[src/hdl/rtp_pkg.sv]
// Package: register map, field positions, reset values and bus carriers for the trim block
// ****************************************************************
// What this block does
// Trim code 01111111 inserts 127 extra timebase pulses every 15 seconds.
// Trim is two's complement; each step adds or removes one pulse per 15 s.
// Configuration registers return to reset values only on power-on reset.
// Writes to the clock run enable are ignored unless value write unlock is 1.
// Time value register writes pass only while value write unlock is set.
// Half second flag is read only; cleared by writing minutes/seconds low byte.
// Half second flag reads 0 in first half of each second, 1 in second.
// Power control enable bit activates power control when 1, deactivates when 0.
// Stability window clock is timebase divided by 2 when set, undivided when clear.
// Sample window clock is timebase divided by 2 when set, undivided when clear.
// Timebase source codes 11 and 10 select the mains input at 60 and 50 Hz.
// Timebase source code 01 selects low power oscillator, 00 the secondary crystal.
// Software writes minutes/seconds low byte after changing source to reset prescalers.
// Output select 11 power control, 10 timebase, 01 seconds, 00 alarm pulse.
// ****************************************************************
package rtp_pkg;
	localparam logic [3:0] OFS_CAL_CFG = 4'h0;
	localparam logic [3:0] OFS_PWR_CTL = 4'h4;
	localparam logic [3:0] OFS_VAL_LOW = 4'h8;
	localparam logic [3:0] OFS_VAL_HIGH = 4'hC;
	localparam int BIT_RUN_EN = 15;
	localparam int BIT_UNLOCK = 13;
	localparam int BIT_SYNC = 12;
	localparam int BIT_HALF = 11;
	localparam int BIT_OE = 10;
	localparam int POS_PTR = 8;
	localparam int POS_CAL = 0;
	localparam int BIT_PWC_EN = 15;
	localparam int BIT_PWC_POL = 14;
	localparam int BIT_STAB_PRE = 13;
	localparam int BIT_SAMP_PRE = 12;
	localparam int POS_SRC = 10;
	localparam int POS_OUTSEL = 8;
	localparam logic [7:0] CAL_RST = 8'h00;
	localparam logic [1:0] PTR_RST = 2'h0;
	localparam logic [1:0] SRC_RST = 2'h0;
	localparam logic [1:0] OUTSEL_RST = 2'h0;
	localparam logic [1:0] SRC_MAINS60 = 2'h3;
	localparam logic [1:0] SRC_MAINS50 = 2'h2;
	localparam logic [1:0] SRC_INTERNAL_LOW_POWER_OSC = 2'h1;
	localparam logic [1:0] SRC_SECONDARY_CRYSTAL_OSC = 2'h0;
	localparam logic [1:0] OUT_PWC = 2'h3;
	localparam logic [1:0] OUT_TIMEBASE = 2'h2;
	localparam logic [1:0] OUT_SECONDS = 2'h1;
	localparam logic [1:0] OUT_ALARM = 2'h0;
	localparam logic [3:0] TRIM_INTERVAL_S = 4'hF;
	localparam int SYNC_STAGES = 3;

	typedef struct packed {
		logic cyc;
		logic stb;
		logic we;
		logic [3:0] adr;
		logic [3:0] sel;
		logic [31:0] dat;
	} rtp_wb_req_s;

	typedef struct packed {
		logic ack;
		logic [31:0] dat;
	} rtp_wb_rsp_s;

	typedef struct packed {
		logic stb;
		logic high;
		logic [1:0] ptr;
		logic [1:0] be;
		logic [15:0] dat;
	} rtp_val_wr_s;
endpackage

[src/hdl/rtp_trim_power.sv]
// Module: calibration/configuration and power control registers with timebase and trim
//
// Implementation choices: the Wishbone slave port and the placing of the registers.
`timescale 1ns/1ps
module rtp_trim_power #(
	parameter int SECONDARY_CRYSTAL_OSC_HZ = 32768,
	parameter int INTERNAL_LOW_POWER_OSC_HZ = 31250
) (
	input wire logic clk,
	input wire logic arst_n,
	input wire rtp_pkg::rtp_wb_req_s wb_req,
	output rtp_pkg::rtp_wb_rsp_s wb_rsp,
	input wire logic secondary_crystal_osc_pin,
	input wire logic internal_low_power_osc_pin,
	input wire logic mains_pin,
	input wire logic ripple_pending,
	input wire logic [15:0] value_rd_data,
	input wire logic pwc_signal,
	input wire logic alarm_pulse,
	output rtp_pkg::rtp_val_wr_s val_wr,
	output logic [1:0] value_ptr,
	output logic clock_run_enable,
	output logic power_ctl_enable,
	output logic power_ctl_polarity,
	output logic prescaler_reset,
	output logic timebase_tick,
	output logic seconds_tick,
	output logic stab_window_tick,
	output logic samp_window_tick,
	output logic clk_out,
	output logic clk_out_en
);
	import rtp_pkg::*;

	// ****************************************************************
	// State
	// ****************************************************************
	typedef struct packed {
		logic ack;
		logic [31:0] rdat;
		logic run_en;
		logic unlock;
		logic oe;
		logic [1:0] ptr;
		logic [7:0] cal;
		logic pwc_en;
		logic pwc_pol;
		logic stab_pre;
		logic samp_pre;
		logic [1:0] src;
		logic [1:0] outsel;
		logic [2:0][SYNC_STAGES-1:0] sync;
		logic [2:0] level;
		logic [15:0] cnt;
		logic half;
		logic signed [8:0] adj;
		logic [3:0] sec15;
		logic stab_tgl;
		logic samp_tgl;
		logic tick;
		logic sec;
		logic stab_tick;
		logic samp_tick;
		logic presc_rst;
		logic cko;
		rtp_val_wr_s vw;
	} rtp_state_s;

	rtp_state_s s_q;
	rtp_state_s s_d;

	// ****************************************************************
	// Helpers
	// ****************************************************************
	function automatic logic [15:0] ticks_per_sec(input logic [1:0] src);
		case (src)
			SRC_MAINS60: ticks_per_sec = 16'd60;
			SRC_MAINS50: ticks_per_sec = 16'd50;
			SRC_INTERNAL_LOW_POWER_OSC: ticks_per_sec = INTERNAL_LOW_POWER_OSC_HZ[15:0];
			default: ticks_per_sec = SECONDARY_CRYSTAL_OSC_HZ[15:0];
		endcase
	endfunction

	function automatic logic [31:0] cfg_word(input rtp_state_s s, input logic ripple);
		cfg_word = 32'h0000_0000;
		cfg_word[BIT_RUN_EN] = s.run_en;
		cfg_word[BIT_UNLOCK] = s.unlock;
		cfg_word[BIT_SYNC] = ripple;
		cfg_word[BIT_HALF] = s.half;
		cfg_word[BIT_OE] = s.oe;
		cfg_word[POS_PTR +: 2] = s.ptr;
		cfg_word[POS_CAL +: 8] = s.cal;
	endfunction

	function automatic logic [31:0] pwc_word(input rtp_state_s s);
		pwc_word = 32'h0000_0000;
		pwc_word[BIT_PWC_EN] = s.pwc_en;
		pwc_word[BIT_PWC_POL] = s.pwc_pol;
		pwc_word[BIT_STAB_PRE] = s.stab_pre;
		pwc_word[BIT_SAMP_PRE] = s.samp_pre;
		pwc_word[POS_SRC +: 2] = s.src;
		pwc_word[POS_OUTSEL +: 2] = s.outsel;
	endfunction

	// ****************************************************************
	// Next state
	// ****************************************************************
	always_comb
	begin
		logic take;
		logic wr;
		logic [2:0] pins;
		logic [2:0] rise;
		logic [1:0] lane;
		logic [15:0] tps;
		logic [16:0] nxt;
		logic [1:0] inc;
		logic minutes_seconds_value_low;
		take = 1'b0;
		wr = 1'b0;
		pins = {mains_pin, internal_low_power_osc_pin, secondary_crystal_osc_pin};
		rise = 3'h0;
		lane = 2'h0;
		tps = 16'h0000;
		nxt = 17'h00000;
		inc = 2'h0;
		minutes_seconds_value_low = 1'b0;
		s_d = s_q;
		s_d.vw.stb = 1'b0;
		s_d.presc_rst = 1'b0;
		s_d.tick = 1'b0;
		s_d.sec = 1'b0;
		s_d.stab_tick = 1'b0;
		s_d.samp_tick = 1'b0;

		// Pin synchronisers: a change counts once stages two and three agree
		for (int i = 0; i < 3; i++)
		begin
			s_d.sync[i] = {s_q.sync[i][1:0], pins[i]};
			if (s_q.sync[i][1] == s_q.sync[i][2])
			begin
				s_d.level[i] = s_q.sync[i][2];
				rise[i] = s_q.sync[i][2] & ~s_q.level[i];
			end
		end

		// Bus slave: one cycle to ack, ack dropped the cycle after
		take = wb_req.cyc & wb_req.stb & ~s_q.ack;
		wr = take & wb_req.we;
		s_d.ack = take;
		if (take & ~wb_req.we)
		begin
			case (wb_req.adr)
				OFS_CAL_CFG: s_d.rdat = cfg_word(s_q, ripple_pending);
				OFS_PWR_CTL: s_d.rdat = pwc_word(s_q);
				OFS_VAL_LOW, OFS_VAL_HIGH: s_d.rdat = {16'h0000, value_rd_data};
				default: s_d.rdat = 32'h0000_0000;
			endcase
		end

		if (wr && wb_req.adr == OFS_CAL_CFG)
		begin
			if (wb_req.sel[0])
				s_d.cal = wb_req.dat[POS_CAL +: 8];
			if (wb_req.sel[1])
			begin
				s_d.unlock = wb_req.dat[BIT_UNLOCK];
				s_d.oe = wb_req.dat[BIT_OE];
				s_d.ptr = wb_req.dat[POS_PTR +: 2];
				if (s_q.unlock)
					s_d.run_en = wb_req.dat[BIT_RUN_EN];
			end
		end

		if (wr && wb_req.adr == OFS_PWR_CTL && wb_req.sel[1])
		begin
			s_d.pwc_en = wb_req.dat[BIT_PWC_EN];
			s_d.pwc_pol = wb_req.dat[BIT_PWC_POL];
			s_d.stab_pre = wb_req.dat[BIT_STAB_PRE];
			s_d.samp_pre = wb_req.dat[BIT_SAMP_PRE];
			s_d.src = wb_req.dat[POS_SRC +: 2];
			s_d.outsel = wb_req.dat[POS_OUTSEL +: 2];
		end

		// Value window: pointer steps down on each high access until zero
		if (take && (wb_req.adr == OFS_VAL_LOW || wb_req.adr == OFS_VAL_HIGH))
		begin
			lane = wb_req.sel[1:0];
			if (wr && s_q.unlock && lane != 2'h0)
			begin
				s_d.vw.stb = 1'b1;
				s_d.vw.high = (wb_req.adr == OFS_VAL_HIGH);
				s_d.vw.ptr = s_q.ptr;
				s_d.vw.be = lane;
				s_d.vw.dat = wb_req.dat[15:0];
				minutes_seconds_value_low = (wb_req.adr == OFS_VAL_LOW) && (s_q.ptr == PTR_RST) && lane[0];
			end
			if (wb_req.adr == OFS_VAL_HIGH && s_q.ptr != PTR_RST)
				s_d.ptr = s_q.ptr - 2'h1;
		end

		// Timebase source and prescaler
		case (s_q.src)
			SRC_MAINS60, SRC_MAINS50: s_d.tick = rise[2];
			SRC_INTERNAL_LOW_POWER_OSC: s_d.tick = rise[1];
			default: s_d.tick = rise[0];
		endcase
		tps = ticks_per_sec(s_q.src);

		if (s_q.run_en && s_q.tick)
		begin
			inc = 2'h1;
			if (s_q.adj > 9'sd0)
			begin
				inc = 2'h2;
				s_d.adj = s_q.adj - 9'sd1;
			end
			else if (s_q.adj < 9'sd0)
			begin
				inc = 2'h0;
				s_d.adj = s_q.adj + 9'sd1;
			end
			nxt = {1'b0, s_q.cnt} + {15'h0000, inc};
			if (nxt >= {1'b0, tps})
			begin
				nxt = nxt - {1'b0, tps};
				s_d.sec = 1'b1;
				if (s_q.sec15 == TRIM_INTERVAL_S - 4'h1)
				begin
					s_d.sec15 = 4'h0;
					s_d.adj = 9'(signed'(s_q.cal));
				end
				else
					s_d.sec15 = s_q.sec15 + 4'h1;
			end
			s_d.cnt = nxt[15:0];
		end
		s_d.half = (s_d.cnt >= (tps >> 1));

		if (minutes_seconds_value_low)
		begin
			s_d.cnt = 16'h0000;
			s_d.half = 1'b0;
			s_d.presc_rst = 1'b1;
		end

		// Power control window clocks
		if (s_q.pwc_en && s_q.tick)
		begin
			s_d.stab_tgl = ~s_q.stab_tgl;
			s_d.samp_tgl = ~s_q.samp_tgl;
			s_d.stab_tick = ~s_q.stab_pre | s_q.stab_tgl;
			s_d.samp_tick = ~s_q.samp_pre | s_q.samp_tgl;
		end

		// Clock output routing
		case (s_q.outsel)
			OUT_PWC: s_d.cko = pwc_signal & s_q.pwc_en;
			OUT_TIMEBASE: s_d.cko = s_q.src[1] ? s_q.level[2] : s_q.level[s_q.src[0]];
			OUT_SECONDS: s_d.cko = s_q.half;
			default: s_d.cko = alarm_pulse;
		endcase
		s_d.cko = s_d.cko & s_q.oe;
	end

	// ****************************************************************
	// Registers, reset only by power-on reset
	// ****************************************************************
	always_ff @(posedge clk or negedge arst_n)
	begin
		if (!arst_n)
		begin
			s_q <= '0;
			s_q.cal <= CAL_RST;
			s_q.ptr <= PTR_RST;
			s_q.src <= SRC_RST;
			s_q.outsel <= OUTSEL_RST;
		end
		else
			s_q <= s_d;
	end

	// ****************************************************************
	// Outputs
	// ****************************************************************
	assign wb_rsp.ack = s_q.ack;
	assign wb_rsp.dat = s_q.rdat;
	assign val_wr = s_q.vw;
	assign value_ptr = s_q.ptr;
	assign clock_run_enable = s_q.run_en;
	assign power_ctl_enable = s_q.pwc_en;
	assign power_ctl_polarity = s_q.pwc_pol;
	assign prescaler_reset = s_q.presc_rst;
	assign timebase_tick = s_q.tick;
	assign seconds_tick = s_q.sec;
	assign stab_window_tick = s_q.stab_tick;
	assign samp_window_tick = s_q.samp_tick;
	assign clk_out = s_q.cko;
	assign clk_out_en = s_q.oe;
endmodule

[config.mk]
export PLATFORM = sky130hd
export DESIGN_NAME = rtp_trim_power
export DESIGN_NICKNAME = d
export VERILOG_FILES = /design/src/hdl/rtp_pkg.sv /design/src/hdl/rtp_trim_power.sv
export SDC_FILE = /design/constraint.sdc
export NUM_CORES = 1
export LEC_CHECK = 0
export BUFFER_PORTS_ARGS = -buffer_cell sky130_fd_sc_hd__buf_2
export CAP_MARGIN = 10
export CORE_MARGIN = 2
export CORE_UTILIZATION = 56
export CTS_CLUSTER_DIAMETER = 150
export DETAILED_ROUTE_END_ITERATION = 8
export PLACE_DENSITY = 0.88
export SLEW_MARGIN = 40
export SYNTH_ARGS = -nofsm -noshare
export SYNTH_HDL_FRONTEND = slang
export SYNTH_SLANG_ARGS = --single-unit
[constraint.sdc]
create_clock -name clk -period 7.2 [get_ports clk]
set_clock_uncertainty 0.2 [all_clocks]
set_input_delay 0.72 -clock clk [delete_from_list [all_inputs] [get_ports clk]]
set_output_delay 0.72 -clock clk [all_outputs]
set_load 0.005 [all_outputs]
Yosys cells after proc, flatten, opt, wreduce, memory -nomap -nowiden. Cells that the tools add are included.

Register bits after elaboration: 126. Bits of input ports: 67. Output and inout bits: 67.

Add/sub/neg operators: 6. $lt $le $gt $ge: 5. Eq/ne operators: 13. Muxes and demuxes: 34. Bitwise gates (word level): 20. Reduce and logical (&&, ||, !) cells: 23.

Operator list (number): 16-bit one-hot mux with 3 select lines (2); 22-bit two-way mux (2); 16-bit two-way mux (2); 9-bit two-way mux (3); 16-bit by 2-bit adder with 17-bit output (1); 17-bit by 16-bit greater-or-equal comparator with 1-bit output (1); 17-bit two-way mux (1); 16-bit by 15-bit greater-or-equal comparator with 1-bit output (1); 16-bit subtractor (1); 13-bit two-way mux (1); 4-bit == test (second input constant) (3); 1-bit two-way mux (12); 2-bit two-way mux (6); 1-bit logical AND (11); 10-bit two-way mux (1); 9-bit by 2-bit adder with 9-bit output (second input constant) (1); 1-bit AND (9); 9-bit by 1-bit > comparator with 1-bit output (second input constant) (1); 9-bit by 1-bit < comparator with 1-bit output (second input constant) (1); 1-bit NOT (9); 9-bit by 2-bit subtractor with 9-bit output (second input constant) (1); 2-bit == test (second input constant) (4); 8-bit two-way mux (1); 2-bit AND reduction (4); 16 further kinds (22).

Logic depth before layout (Yosys ltp). Gate-level depths: netlist (run 1).

Depth after elaboration: 10. Gate-level depth with buffers: 31.

Least setup slack after synthesis (run 1). Ideal clock, no wire load.

Path type: register -> register. Start: reg s_q[39] (netlist bit). End: reg s_q[43] (netlist bit). Arrival: 5866 ps. Data required time: 6869 ps. Setup slack: 1002 ps. Stages on the path, launching flop included: 28. Path buffers: 2. Period minus slack after synthesis: 6198 ps. Path through: dfrtp_1 nor4_1 nand2_1 or3_1 nor2_1 ha_1 fa_1 nand3_2 buf_6 nor3_1 and3_1 xor2_1 ha_1 nand4_1 or4_4 a21oi_2 o31a_4 or2_1 buf_6 and2_1 a22oi_1 a221o_1 ha_1 and3_1 and2_1 a221oi_1 a311oi_1 or3_1.

RTL lines: start, declared (RTL line rtp_trim_power.sv:69) `rtp_state_s s_q;`.

==> results_tabular.tex, run 1 <==
\begin{tabular}{lr}
\hline
Metric & Value \\
\hline
\multicolumn{2}{l}{\textbf{GRT}} \\
Wire length of the first global-routing pass & 26.0 mm \\
Sum of overflow across all layers after global routing & 0 \\
GRT Resource Usage Total & 24.9\% \\
Pin count of the biggest net entering global routing & 76 \\
Number of antenna violations at the first check in global routing & 0 \\
Via count of the first global-routing pass & 5234 \\
\multicolumn{2}{l}{\textbf{Pwr}} \\
P\_leak & 3.53 nW \\
PwrDens & 185 nW/um2 \\
IR drop worst, VDD & 0.184 mV \\
\multicolumn{2}{l}{\textbf{Layout}} \\
Post-layout net count & 847 \\
Syn-to-layout area delta & 8.95\% \\
Final core utilization & 61.9\% \\
Antenna fix cells & 0 \\
Fraction of layout cells with a size suffix above 1 & 25.3\% \\
\multicolumn{2}{l}{\textbf{Logic synthesis}} \\
Unique masters post-synth & 78 \\
EDFF count, synth & 0 \\
Synthesized instance count & 695 \\
Sequential fraction of the synthesis area & 40.7\% \\
Top cells by area, synth & sky130\_fd\_sc\_hd\_\_dfrtp\_1 (41\%), sky130\_fd\_sc\_hd\_\_mux2\_2 (6.7\%), sky130\_fd\_sc\_hd\_\_buf\_4 (6.4\%) \\
Warnings from Yosys & 0 \\
Share of synthesized registers carrying an async set or reset & 100\% \\
Post-Synthesis Mean Instance Area & 9.74 um2 \\
Largest area contributor in the synthesized netlist & sky130\_fd\_sc\_hd\_\_dfrtp\_1 \\
Number of synthesized register bits & 110 \\
Ys flop type & sky130\_fd\_sc\_hd\_\_dfrtp\_1 \\
Syn Std Cell Area & 6770 um2 \\
Portion of synthesized cell area occupied by the leading cell type & 40.7\% \\
\multicolumn{2}{l}{\textbf{Critical path}} \\
Slowest stage cell on the critical path & sky130\_fd\_sc\_hd\_\_dfrtp\_1 \\
CP Launch Type & flop \\
Arrival time at the worst endpoint & 6570 ps \\
Worst Setup End Kind & flop \\
Cell mode on critical path & sky130\_fd\_sc\_hd\_\_a21oi\_1 \\
Peak per-stage delay on the critical path & 450 ps \\
Reg2reg setup slack & 660 ps \\
Worst endpoint required time & 7230 ps \\
Critical path class & flop to flop \\
Critical Path Fanout Max & 7 \\
\multicolumn{2}{l}{\textbf{Detailed routing}} \\
Vias per std cell & 6.15 \\
Count of antenna-violating nets left after detailed routing & 0 \\
DR top layer & met4 \\
Average routed wire per standard cell & 17.8 um \\
Via count & 5528 \\
Routed Wire Length & 16.0 mm \\
Count of unresolved DRC violations after routing & 0 \\
DRT Pass-1 Iters & 6 \\
Routed length on met1 & 6.66 mm \\
Wire length on met2 & 8.02 mm \\
Total length of routed met3 wires & 1.05 mm \\
Number of DRC markers in iteration 0 & 569 \\
\multicolumn{2}{l}{\textbf{Status}} \\
Run status & finished, final reports clean \\
\multicolumn{2}{l}{\textbf{Timing}} \\
Unrepaired setup endpoints after global routing & false \\
Pins Over Slew Limit & 0 \\
Time the final worst path needs with I/O delays and setup & 6540 ps \\
Max-slew headroom & 52.0\% \\
Fmax & 153 MHz \\
Number of hold violations in the final report & 0 \\
Share of the clock period used by the worst path after layout & 90.8\% \\
Setup TNS Final & 0 ps \\
Transition time at the pin with the least slew margin & 721 ps \\
Post-route worst hold slack & 110 ps \\
\# setup viols final & 0 \\
\multicolumn{2}{l}{\textbf{Clock tree}} \\
CTS H-tree lvls & 3 \\
Sink count of the clock tree & 110 \\
Hold-fix buffer count after cts & 0 \\
Clock-pin slew on the worst setup and hold paths & 80 ps \\
TritonCTS clock tree & built \\
Cts bufs inserted & 9 \\
Buffer type at the clock tree root & sky130\_fd\_sc\_hd\_\_clkbuf\_16 \\
Number of instances resized during post-cts repair & 0 \\
Clock insertion delay at the later pin of the skew report & 350 ps \\
Max clock buf depth & 2 \\
\multicolumn{2}{l}{\textbf{Die}} \\
Vertical extent of the die & 114 um \\
I/O pin cnt & 134 \\
Overall die width & 114 um \\
Starting density of the core & 56.8\% \\
DIE AREA & 13000 um2 \\
Area of the core region & 11900 um2 \\
Std-Cell Rows & 40 \\
\multicolumn{2}{l}{\textbf{Placement}} \\
Port Buffers & 99 \\
Post-DP HPWL & 11.2 mm \\
Routability congestion estimate from global placement & 0.952 \\
\multicolumn{2}{l}{\textbf{Run}} \\
\# Max-Cap Violations & 0 \\
\multicolumn{2}{l}{\textbf{Min path}} \\
Tightest Hold Check Type & input port to asynchronous set/reset pin \\
\hline
\end{tabular}
==> worst paths after layout <==
path	depth (start not counted)	start	endpoint
worst min register to register	0	s_d[70]	s_d[71]
worst max register to register	28	s_q[39]	s_q[43]
min in group clk	0	s_d[70]	s_d[71]
worst max-delay path	28	s_q[39]	s_q[43]
worst min-delay path	1	arst_n	seconds_tick
max in group asynchronous	2	arst_n	s_q[62]
==> sequential cells by signal (all words and copies together), names as in the netlist <==
register	flops
power_ctl_enable	1
timebase_tick	1
clock_run_enable	1
samp_window_tick	1
value_ptr	2
stab_window_tick	1
power_ctl_polarity	1
s_q	53
clk_out	1
s_d	6
prescaler_reset	1
val_wr	22
clk_out_en	1
seconds_tick	1
wb_rsp	17
==> cell usage in the layout (no fill, tap or decap), types with 16 or more instances in the layout <==
| cell type | count |
|---|---|
| sky130_fd_sc_hd__nand2_1 | 60 |
| sky130_fd_sc_hd__nor3_1 | 16 |
| sky130_fd_sc_hd__a21oi_1 | 40 |
| sky130_fd_sc_hd__o21ai_0 | 40 |
| sky130_fd_sc_hd__inv_1 | 19 |
| sky130_fd_sc_hd__conb_1 | 16 |
| sky130_fd_sc_hd__buf_2 | 98 |
| sky130_fd_sc_hd__ha_1 | 31 |
| sky130_fd_sc_hd__nor2_1 | 39 |
| sky130_fd_sc_hd__mux2_2 | 40 |
| sky130_fd_sc_hd__dfrtp_1 | 110 |
==> critical path: cells and delay by family (launching register included) <==
family	cells	cell delay [ps]
DFF	1	450
xor gates and xnor gates	1	190
and+or+nand+nor	14	3120
buffers and inverters	1	170
adders and majority gates	4	1080
AOI/OAI and AO/OA	8	1210
==> final cells by class <==
cell class	count	area, um2
clock buffers	9	225
well taps	147	184
flip-flops and latches	110	2750
inverters	19	71.3
fillers	904	4540
multi-input cells	495	3460
clock inverters	7	77.6
repair buffers	112	599
==> Yosys cell counts (13+ instances only) <==
cell type / n
sky130_fd_sc_hd__inv_1: 19
sky130_fd_sc_hd__clkbuf_1: 18
sky130_fd_sc_hd__nand2_1: 60
sky130_fd_sc_hd__dfrtp_1: 110
sky130_fd_sc_hd__o21ai_0: 40
sky130_fd_sc_hd__xnor2_1: 13
sky130_fd_sc_hd__ha_1: 31
sky130_fd_sc_hd__mux2_2: 40
sky130_fd_sc_hd__nand3_1: 14
sky130_fd_sc_hd__buf_4: 58
sky130_fd_sc_hd__a21oi_1: 40
sky130_fd_sc_hd__nor2_1: 39
sky130_fd_sc_hd__nor3_1: 16
==> metrics by stage <==
step                      power [mW]  std cells  worst slack [ps]  cell area [um2]
after detailed placement       0.865        881               716             7050
after global placement         0.858        881               786             7040
after CTS                       1.36        897               619             7360
after global routing            1.42        899               141             7370
final                           1.36        899               663             7370
after floorplan                0.808        710              1000             6820
==> layer usage <==
metal / up-vias / track usage [%]
li1: 2558 / -
met1: 2698 / 33.6
met2: 241 / 41.1
met3: 31 / 4.89
met4: 0 / 7.32
met5: - / 0
==> power by group <==
part / switching, mW / internal (mW) / total, mW
sequential: 0.0229 / 0.640 / 0.663
combinational: 0.118 / 0.0847 / 0.203
clock: 0.250 / 0.247 / 0.497
total: 0.391 / 0.972 / 1.36
==> repair_timing <==
action / CTS / global route
endpoints found under the setup margin: 0 / 1
hold endpoints to repair: 0 / 0
setup buffers: 0 / 2
==> logic make-up (layout without fill, tap and decap cells) <==
group                    count (synthesis)  in the layout  synth area share [%]
XOR/XNOR                                24             24                  3.11
buffers and inverters                  105            147                  9.36
adder cells (fa/ha/maj)                 36             36                  6.77
AND/OR/NAND/NOR                        212            212                  16.6
other                                    1             16                0.0554
flip-flops                             110            110                  40.7
multiplexers                            45             45                  7.58
AO/OA/AOI/OAI                          162            162                  15.9
No activity file was read; power rests on OpenSTA's default activity.
==> run 2, diff against run 1 <==
- CORE_UTILIZATION: 56 -> 33
- PLACE_DENSITY: 0.88 -> 0.59
==> run 2 against run 1 <==
Compared with the run above:
- cell count rose by 14%
- core utilization fell by 25 points
- sequential share of layout area fell by 0.74 points
- count of clock-buffer cells in the layout rose by 2
- combinational power barely moved
- die area rose by 67%
- final area rose by 2.0%
- via count fell by 4.8%
- setup slack got worse by 29 ps
- largest power group unchanged
==> results_tabular.tex, run 2 (synthesized netlist as in run 1, its figures left out) <==
\begin{tabular}{lr}
\hline
Metric & Value \\
\hline
\multicolumn{2}{l}{\textbf{Timing}} \\
Time the final worst path needs with I/O delays and setup & 6570 ps (was 6540 ps) \\
Transition time at the pin with the least slew margin & 680 ps (was 721 ps) \\
Setup TNS Final & 0 ps (unchanged) \\
Unrepaired setup endpoints after global routing & false (unchanged) \\
Post-layout worst setup margin & 635 ps (was 663 ps) \\
Max-slew headroom & 54.7\% (was 52.0\%) \\
Share of the clock period used by the worst path after layout & 91.2\% (was 90.8\%) \\
Number of hold violations in the final report & 0 (unchanged) \\
\# setup viols final & 0 (unchanged) \\
Pins Over Slew Limit & 0 (unchanged) \\
Fmax & 152 MHz (was 153 MHz) \\
\multicolumn{2}{l}{\textbf{Critical path}} \\
CP Launch Type & flop (unchanged) \\
Critical path class & flop to flop (unchanged) \\
Worst Setup End Kind & flop (unchanged) \\
Critical Path Fanout Max & 7 (unchanged) \\
Worst endpoint required time & 7230 ps (about the same) \\
Arrival time at the worst endpoint & 6600 ps (was 6570 ps) \\
\multicolumn{2}{l}{\textbf{GRT}} \\
Sum of overflow across all layers after global routing & 0 (unchanged) \\
Wire length of the first global-routing pass & 27.0 mm (was 26.0 mm) \\
Pin count of the biggest net entering global routing & 75 (was 76) \\
GRT Resource Usage Total & 15.5\% (was 24.9\%) \\
Via count of the first global-routing pass & 5043 (was 5234) \\
Number of antenna violations at the first check in global routing & 0 (unchanged) \\
\multicolumn{2}{l}{\textbf{Pwr}} \\
Pint & 982 uW (was 972 uW) \\
PwrDens & 180 nW/um2 (was 185 nW/um2) \\
Part of the power in combinational logic & 15.0\% (was 14.9\%) \\
Final Total Pwr & 1.36 mW (about the same) \\
Clock group share of total power & 36.2\% (was 36.5\%) \\
Share of power burned in registers & 48.8\% (was 48.6\%) \\
Proportion of total power due to net switching & 27.6\% (was 28.7\%) \\
Switch Pwr & 375 uW (was 391 uW) \\
P\_leak & 3.54 nW (was 3.53 nW) \\
IR drop worst, VDD & 0.124 mV (was 0.184 mV) \\
\multicolumn{2}{l}{\textbf{Clock tree}} \\
Sink count of the clock tree & 110 (unchanged) \\
Max clock buf depth & 2 (unchanged) \\
Hold-fix buffer count after cts & 0 (unchanged) \\
Clock insertion delay at the later pin of the skew report & 350 ps (about the same) \\
Cts bufs inserted & 9 (unchanged) \\
Clock-pin slew on the worst setup and hold paths & 70 ps (was 80 ps) \\
CTS H-tree lvls & 3 (unchanged) \\
Buffer type at the clock tree root & sky130\_fd\_sc\_hd\_\_clkbuf\_16 (unchanged) \\
TritonCTS clock tree & built (unchanged) \\
\multicolumn{2}{l}{\textbf{Die}} \\
Vertical extent of the die & 147 um (was 114 um) \\
Overall die width & 147 um (was 114 um) \\
I/O pin cnt & 134 (unchanged) \\
Starting density of the core & 33.5\% (was 56.8\%) \\
DIE AREA & 21700 um2 (was 13000 um2) \\
Std-Cell Rows & 52 (was 40) \\
Area of the core region & 20200 um2 (was 11900 um2) \\
\multicolumn{2}{l}{\textbf{Layout}} \\
Syn-to-layout area delta & 11.2\% (was 8.95\%) \\
Post-layout net count & 848 (was 847) \\
Most common library cell in the layout ignoring fill and taps & sky130\_fd\_sc\_hd\_\_dfrtp\_1 (unchanged) \\
Largest register by flop count & s\_q (unchanged) \\
Fraction of layout cells with a size suffix above 1 & 25.5\% (was 25.3\%) \\
Number of inserted filler cells in the final layout & 2054 (was 904) \\
Max reg flops & 53 (unchanged) \\
Commonest cells after routing, fill and taps aside & sky130\_fd\_sc\_hd\_\_dfrtp\_1 (110), sky130\_fd\_sc\_hd\_\_buf\_2 (98), sky130\_fd\_sc\_hd\_\_nand2\_1 (60) (unchanged) \\
Final core utilization & 37.3\% (was 61.9\%) \\
Antenna fix cells & 0 (unchanged) \\
\multicolumn{2}{l}{\textbf{Status}} \\
Run status & finished, final reports clean (unchanged) \\
\multicolumn{2}{l}{\textbf{Placement}} \\
Port Buffers & 99 (unchanged) \\
Post-DP HPWL & 12.2 mm (was 11.2 mm) \\
Routability congestion estimate from global placement & 0.845 (was 0.952) \\
Worst setup slack before clock tree synthesis & 626 ps (was 716 ps) \\
\multicolumn{2}{l}{\textbf{Detailed routing}} \\
Average routed wire per standard cell & 16.1 um (was 17.8 um) \\
DRT Pass-1 Iters & 5 (was 6) \\
Vias per std cell & 5.14 (was 6.15) \\
Via count & 5261 (was 5528) \\
Number of DRC markers in iteration 0 & 322 (was 569) \\
Routed Wire Length & 16.5 mm (was 16.0 mm) \\
Count of antenna-violating nets left after detailed routing & 0 (unchanged) \\
Count of unresolved DRC violations after routing & 0 (unchanged) \\
\multicolumn{2}{l}{\textbf{Min path}} \\
Tightest Hold Check Type & input port to asynchronous set/reset pin (unchanged) \\
\multicolumn{2}{l}{\textbf{Run}} \\
\# Max-Cap Violations & 0 (unchanged) \\
\hline
\end{tabular}
## run 2: timing repair
action | 4_1_cts | 5_1_grt
setup buffers | 0 | 0
endpoints found under the setup margin | 0 | 1
resized for setup | 0 | 1
## run 2: power groups by stage
stage,Combinational [mW],Clock [mW],Sequential (mW)
after global routing,0.229,0.534,0.666
final,0.203,0.491,0.663
after detailed placement,0.203,0,0.675
after floorplan,0.141,0,0.667
after global placement,0.202,0,0.674
after CTS,0.205,0.510,0.662
## run 2: area by class of cell
cell class / instances / area, um2 / area share (%)
Clock buffer: 11 / 253 / 3.36
Timing Repair Buffer: 113 / 607 / 8.07
Sequential cell: 110 / 2750 / 36.6
Multi-Input combinational cell: 495 / 3460 / 46.0
Tap cell: 270 / 338 / 4.49
Inverter: 19 / 71.3 / 0.948
Clock inverter: 5 / 41.3 / 0.549
## run 2: final timing paths
check,slack [ps],endpoint,cells after the start,from
min in group clk,150,s_d[71],0,s_d[70]
min reg2reg,150,s_d[71],0,s_d[70]
max in group asynchronous,5650,s_q[48],2,arst_n
min,120,val_wr[1],1,arst_n
max reg2reg,630,s_q[43],26,s_q[39]
max,630,s_q[43],26,s_q[39]
## run 2: metal layers
metal  global-route usage [%]  share of wire, %  up-vias
li1                         -                 -     2551
met1                     22.1                48     2564
met2                     24.2                47      126
met3                     2.98               3.9       20
met4                     3.80               1.5        0
met5                        0                 0        -
## run 2: worst max-delay path, cell delays in order, from the launching register on
cell and delay [ps]:
sky130_fd_sc_hd__dfrtp_1 450, sky130_fd_sc_hd__nor4_1 300, sky130_fd_sc_hd__nand2_1 120, sky130_fd_sc_hd__or3_1 400, sky130_fd_sc_hd__nor2_2 220, sky130_fd_sc_hd__ha_1 240
sky130_fd_sc_hd__fa_1 360, sky130_fd_sc_hd__nand3_2 150, sky130_fd_sc_hd__nor3_1 310, sky130_fd_sc_hd__and3_1 280, sky130_fd_sc_hd__nand2_1 90, sky130_fd_sc_hd__xnor2_1 190
sky130_fd_sc_hd__ha_1 330, sky130_fd_sc_hd__a21o_1 180, sky130_fd_sc_hd__a21oi_1 180, sky130_fd_sc_hd__and2_1 240, sky130_fd_sc_hd__o21ai_2 140, sky130_fd_sc_hd__o211ai_1 260
sky130_fd_sc_hd__xor2_1 200, sky130_fd_sc_hd__nor2_1 80, sky130_fd_sc_hd__xor2_1 230, sky130_fd_sc_hd__ha_1 290, sky130_fd_sc_hd__and3_1 170, sky130_fd_sc_hd__and2_1 150
sky130_fd_sc_hd__a221oi_1 260, sky130_fd_sc_hd__a311oi_1 80, sky130_fd_sc_hd__or3_1 360
## run 2: metrics by stage
step | instances | hold slack [ps] | instance area, um2
2_1_floorplan | 710 | 131 | 6820
3_3_place_gp | 1007 | 134 | 7220
3_5_place_dp | 1007 | 136 | 7220
5_1_grt | 1023 | 149 | 7520
6_report | 1023 | 117 | 7520
4_1_cts | 1023 | 130 | 7520
==> run 3, diff against run 2 <==
- BUFFER_PORTS_ARGS: -buffer_cell sky130_fd_sc_hd__buf_2 -> unset
- DONT_BUFFER_PORTS: unset -> 1
- MAX_ROUTING_LAYER: unset -> met4
- PLACE_DENSITY: 0.59 -> 0.54
==> run 3 against run 2 <==
Compared with the run above:
- clock power shrank 3%
- sequential share of layout area is 2.6 points higher
- hold slack worse by 78 ps
- critical path type unchanged
- largest cell class unchanged
- highest routed layer unchanged
==> results_tabular.tex, run 3 (synthesized netlist as in run 1, its figures left out) <==
\begin{tabular}{lr}
\hline
Metric & Value \\
\hline
\multicolumn{2}{l}{\textbf{Die}} \\
DIE AREA & 21700 um2 (unchanged) \\
Vertical extent of the die & 147 um (unchanged) \\
Overall die width & 147 um (unchanged) \\
Std-Cell Rows & 52 (unchanged) \\
Area of the core region & 20200 um2 (unchanged) \\
I/O pin cnt & 134 (unchanged) \\
Starting density of the core & 33.5\% (unchanged) \\
\multicolumn{2}{l}{\textbf{Clock tree}} \\
Setup repair bufs after CTS & 0 (unchanged) \\
Buffer type at the clock tree root & sky130\_fd\_sc\_hd\_\_clkbuf\_16 (unchanged) \\
TritonCTS clock tree & built (unchanged) \\
CTS H-tree lvls & 3 (unchanged) \\
Max clock buf depth & 2 (unchanged) \\
Sink count of the clock tree & 110 (unchanged) \\
Cts bufs inserted & 9 (unchanged) \\
Clock insertion delay at the later pin of the skew report & 360 ps (was 350 ps) \\
Clock-pin slew on the worst setup and hold paths & 80 ps (was 70 ps) \\
\multicolumn{2}{l}{\textbf{Timing}} \\
Fmax & 154 MHz (was 152 MHz) \\
Post-layout worst setup margin & 686 ps (was 635 ps) \\
Post-route worst hold slack & 39.1 ps (was 117 ps) \\
Number of hold violations in the final report & 0 (unchanged) \\
Max-slew headroom & 56.1\% (was 54.7\%) \\
Time the final worst path needs with I/O delays and setup & 6510 ps (was 6570 ps) \\
Pins Over Slew Limit & 0 (unchanged) \\
Transition time at the pin with the least slew margin & 659 ps (was 680 ps) \\
\# setup viols final & 0 (unchanged) \\
Share of the clock period used by the worst path after layout & 90.5\% (was 91.2\%) \\
Unrepaired setup endpoints after global routing & false (unchanged) \\
Setup TNS Final & 0 ps (unchanged) \\
\multicolumn{2}{l}{\textbf{Detailed routing}} \\
DRT Pass-1 Iters & 5 (unchanged) \\
Number of DRC markers in iteration 0 & 279 (was 322) \\
Via count & 5010 (was 5261) \\
Count of unresolved DRC violations after routing & 0 (unchanged) \\
Vias per std cell & 5.42 (was 5.14) \\
Count of antenna-violating nets left after detailed routing & 0 (unchanged) \\
Routed Wire Length & 17.0 mm (was 16.5 mm) \\
Average routed wire per standard cell & 18.4 um (was 16.1 um) \\
\multicolumn{2}{l}{\textbf{Layout}} \\
Post-Layout Inst Area & 7030 um2 (was 7520 um2) \\
Syn-to-layout area delta & 3.85\% (was 11.2\%) \\
Most common library cell in the layout ignoring fill and taps & sky130\_fd\_sc\_hd\_\_dfrtp\_1 (unchanged) \\
Number of inserted filler cells in the final layout & 2046 (was 2054) \\
Fraction of layout cells with a size suffix above 1 & 13.9\% (was 25.5\%) \\
Commonest cells after routing, fill and taps aside & sky130\_fd\_sc\_hd\_\_dfrtp\_1 (110), sky130\_fd\_sc\_hd\_\_nand2\_1 (60), sky130\_fd\_sc\_hd\_\_a21oi\_1 (40), sky130\_fd\_sc\_hd\_\_o21ai\_0 (40), sky130\_fd\_sc\_hd\_\_mux2\_2 (40) (was sky130\_fd\_sc\_hd\_\_dfrtp\_1 (110), sky130\_fd\_sc\_hd\_\_buf\_2 (98), sky130\_fd\_sc\_hd\_\_nand2\_1 (60)) \\
Max reg flops & 53 (unchanged) \\
Antenna fix cells & 0 (unchanged) \\
Largest register by flop count & s\_q (unchanged) \\
Post-layout net count & 750 (was 848) \\
\multicolumn{2}{l}{\textbf{Critical path}} \\
Critical path class & flop to flop (unchanged) \\
Worst Setup End Kind & flop (unchanged) \\
Count of buffer and inverter cells on the critical path & 1 (was 0) \\
Peak per-stage delay on the critical path & 460 ps (was 450 ps) \\
Reg2reg setup slack & 690 ps (was 630 ps) \\
Cell mode on critical path & sky130\_fd\_sc\_hd\_\_a21oi\_1 (was sky130\_fd\_sc\_hd\_\_ha\_1) \\
Worst endpoint required time & 7240 ps (was 7230 ps) \\
CP Launch Type & flop (unchanged) \\
Category of cells accounting for the largest share of critical-path delay & simple AND/OR/NAND/NOR gates (unchanged) \\
Slowest stage cell on the critical path & sky130\_fd\_sc\_hd\_\_dfrtp\_1 (unchanged) \\
Critical Path Fanout Max & 8 (was 7) \\
Arrival time at the worst endpoint & 6550 ps (was 6600 ps) \\
\multicolumn{2}{l}{\textbf{Placement}} \\
Post-DP Area & 6720 um2 (was 7220 um2) \\
Worst setup slack before clock tree synthesis & 758 ps (was 626 ps) \\
Port Buffers & 0 (was 99) \\
Post-DP HPWL & 12.5 mm (was 12.2 mm) \\
Routability congestion estimate from global placement & 0.828 (was 0.845) \\
\multicolumn{2}{l}{\textbf{GRT}} \\
Via count of the first global-routing pass & 4926 (was 5043) \\
Sum of overflow across all layers after global routing & 0 (unchanged) \\
GRT Resource Usage Total & 16.2\% (was 15.5\%) \\
Number of antenna violations at the first check in global routing & 0 (unchanged) \\
Pin count of the biggest net entering global routing & 111 (was 75) \\
Wire length of the first global-routing pass & 26.8 mm (was 27.0 mm) \\
\multicolumn{2}{l}{\textbf{Pwr}} \\
Final Total Pwr & 1.33 mW (was 1.36 mW) \\
PwrDens & 189 nW/um2 (was 180 nW/um2) \\
IR drop worst, VDD & 0.113 mV (was 0.124 mV) \\
P\_leak & 3.07 nW (was 3.54 nW) \\
\multicolumn{2}{l}{\textbf{Status}} \\
Run status & finished, final reports clean (unchanged) \\
\multicolumn{2}{l}{\textbf{Min path}} \\
Tightest Hold Check Type & input port to asynchronous set/reset pin (unchanged) \\
\multicolumn{2}{l}{\textbf{Run}} \\
\# Max-Cap Violations & 0 (unchanged) \\
\hline
\end{tabular}
## run 3: metrics by stage
stage               std cells  utilization, %
finish                    925            34.8
global route              925            34.8
CTS                       925            34.8
detailed placement        908            33.3
global placement          908            33.3
floorplan                 710               -
## run 3: path summary, 6_finish.rpt
| check | startpoint | end | cells after the start |
|---|---|---|---|
| max in group asynchronous | arst_n | s_q[48] | 1 |
| worst min register to register | s_d[64] | s_d[65] | 0 |
| worst max-delay path | s_q[39] | s_q[43] | 28 |
| worst min-delay path | arst_n | seconds_tick | 1 |
| min in group clk | s_d[64] | s_d[65] | 0 |
| worst max register to register | s_q[39] | s_q[43] | 28 |
## run 3: layer usage
metal | GRT usage, % | routed length [um] | vias to the layer above
met5 | - | 0 | -
met4 | 4.52 | 359 | 0
met3 | 3.91 | 844 | 21
met2 | 25.6 | 8060 | 123
met1 | 20.8 | 7740 | 2512
li1 | - | - | 2354
## run 3: repair_timing
item / in CTS / in global routing
endpoints found under the hold margin: 110 / 0
resized for setup: 0 / 0
hold buffers: 1 / 0
## run 3: layout make-up
type | count | area, um2 | area share [%]
Clock buffer | 12 | 246 | 3.51
Clock inverter | 4 | 30.0 | 0.427
Inverter | 19 | 71.3 | 1.01
Multi-Input combinational cell | 495 | 3460 | 49.2
Sequential cell | 110 | 2750 | 39.2
Tap cell | 270 | 338 | 4.81
Timing Repair Buffer | 15 | 133 | 1.89
## run 3: worst register-to-register path, delay by kind of cell, from the launching register on
family	cells	cell delay [ps]
compound gates	8	1170
xor+xnor	1	180
fa+ha+maj	4	1060
buf+inv	1	200
flops	1	460
simple gates	14	3140
## run 3: power breakdown
group / leakage (nW) / switching (mW) / internal (mW) / total (mW)
clock network: 0.134 / 0.231 / 0.247 / 0.478
logic: 1.47 / 0.109 / 0.0722 / 0.181
registers: 1.46 / 0.0265 / 0.640 / 0.667
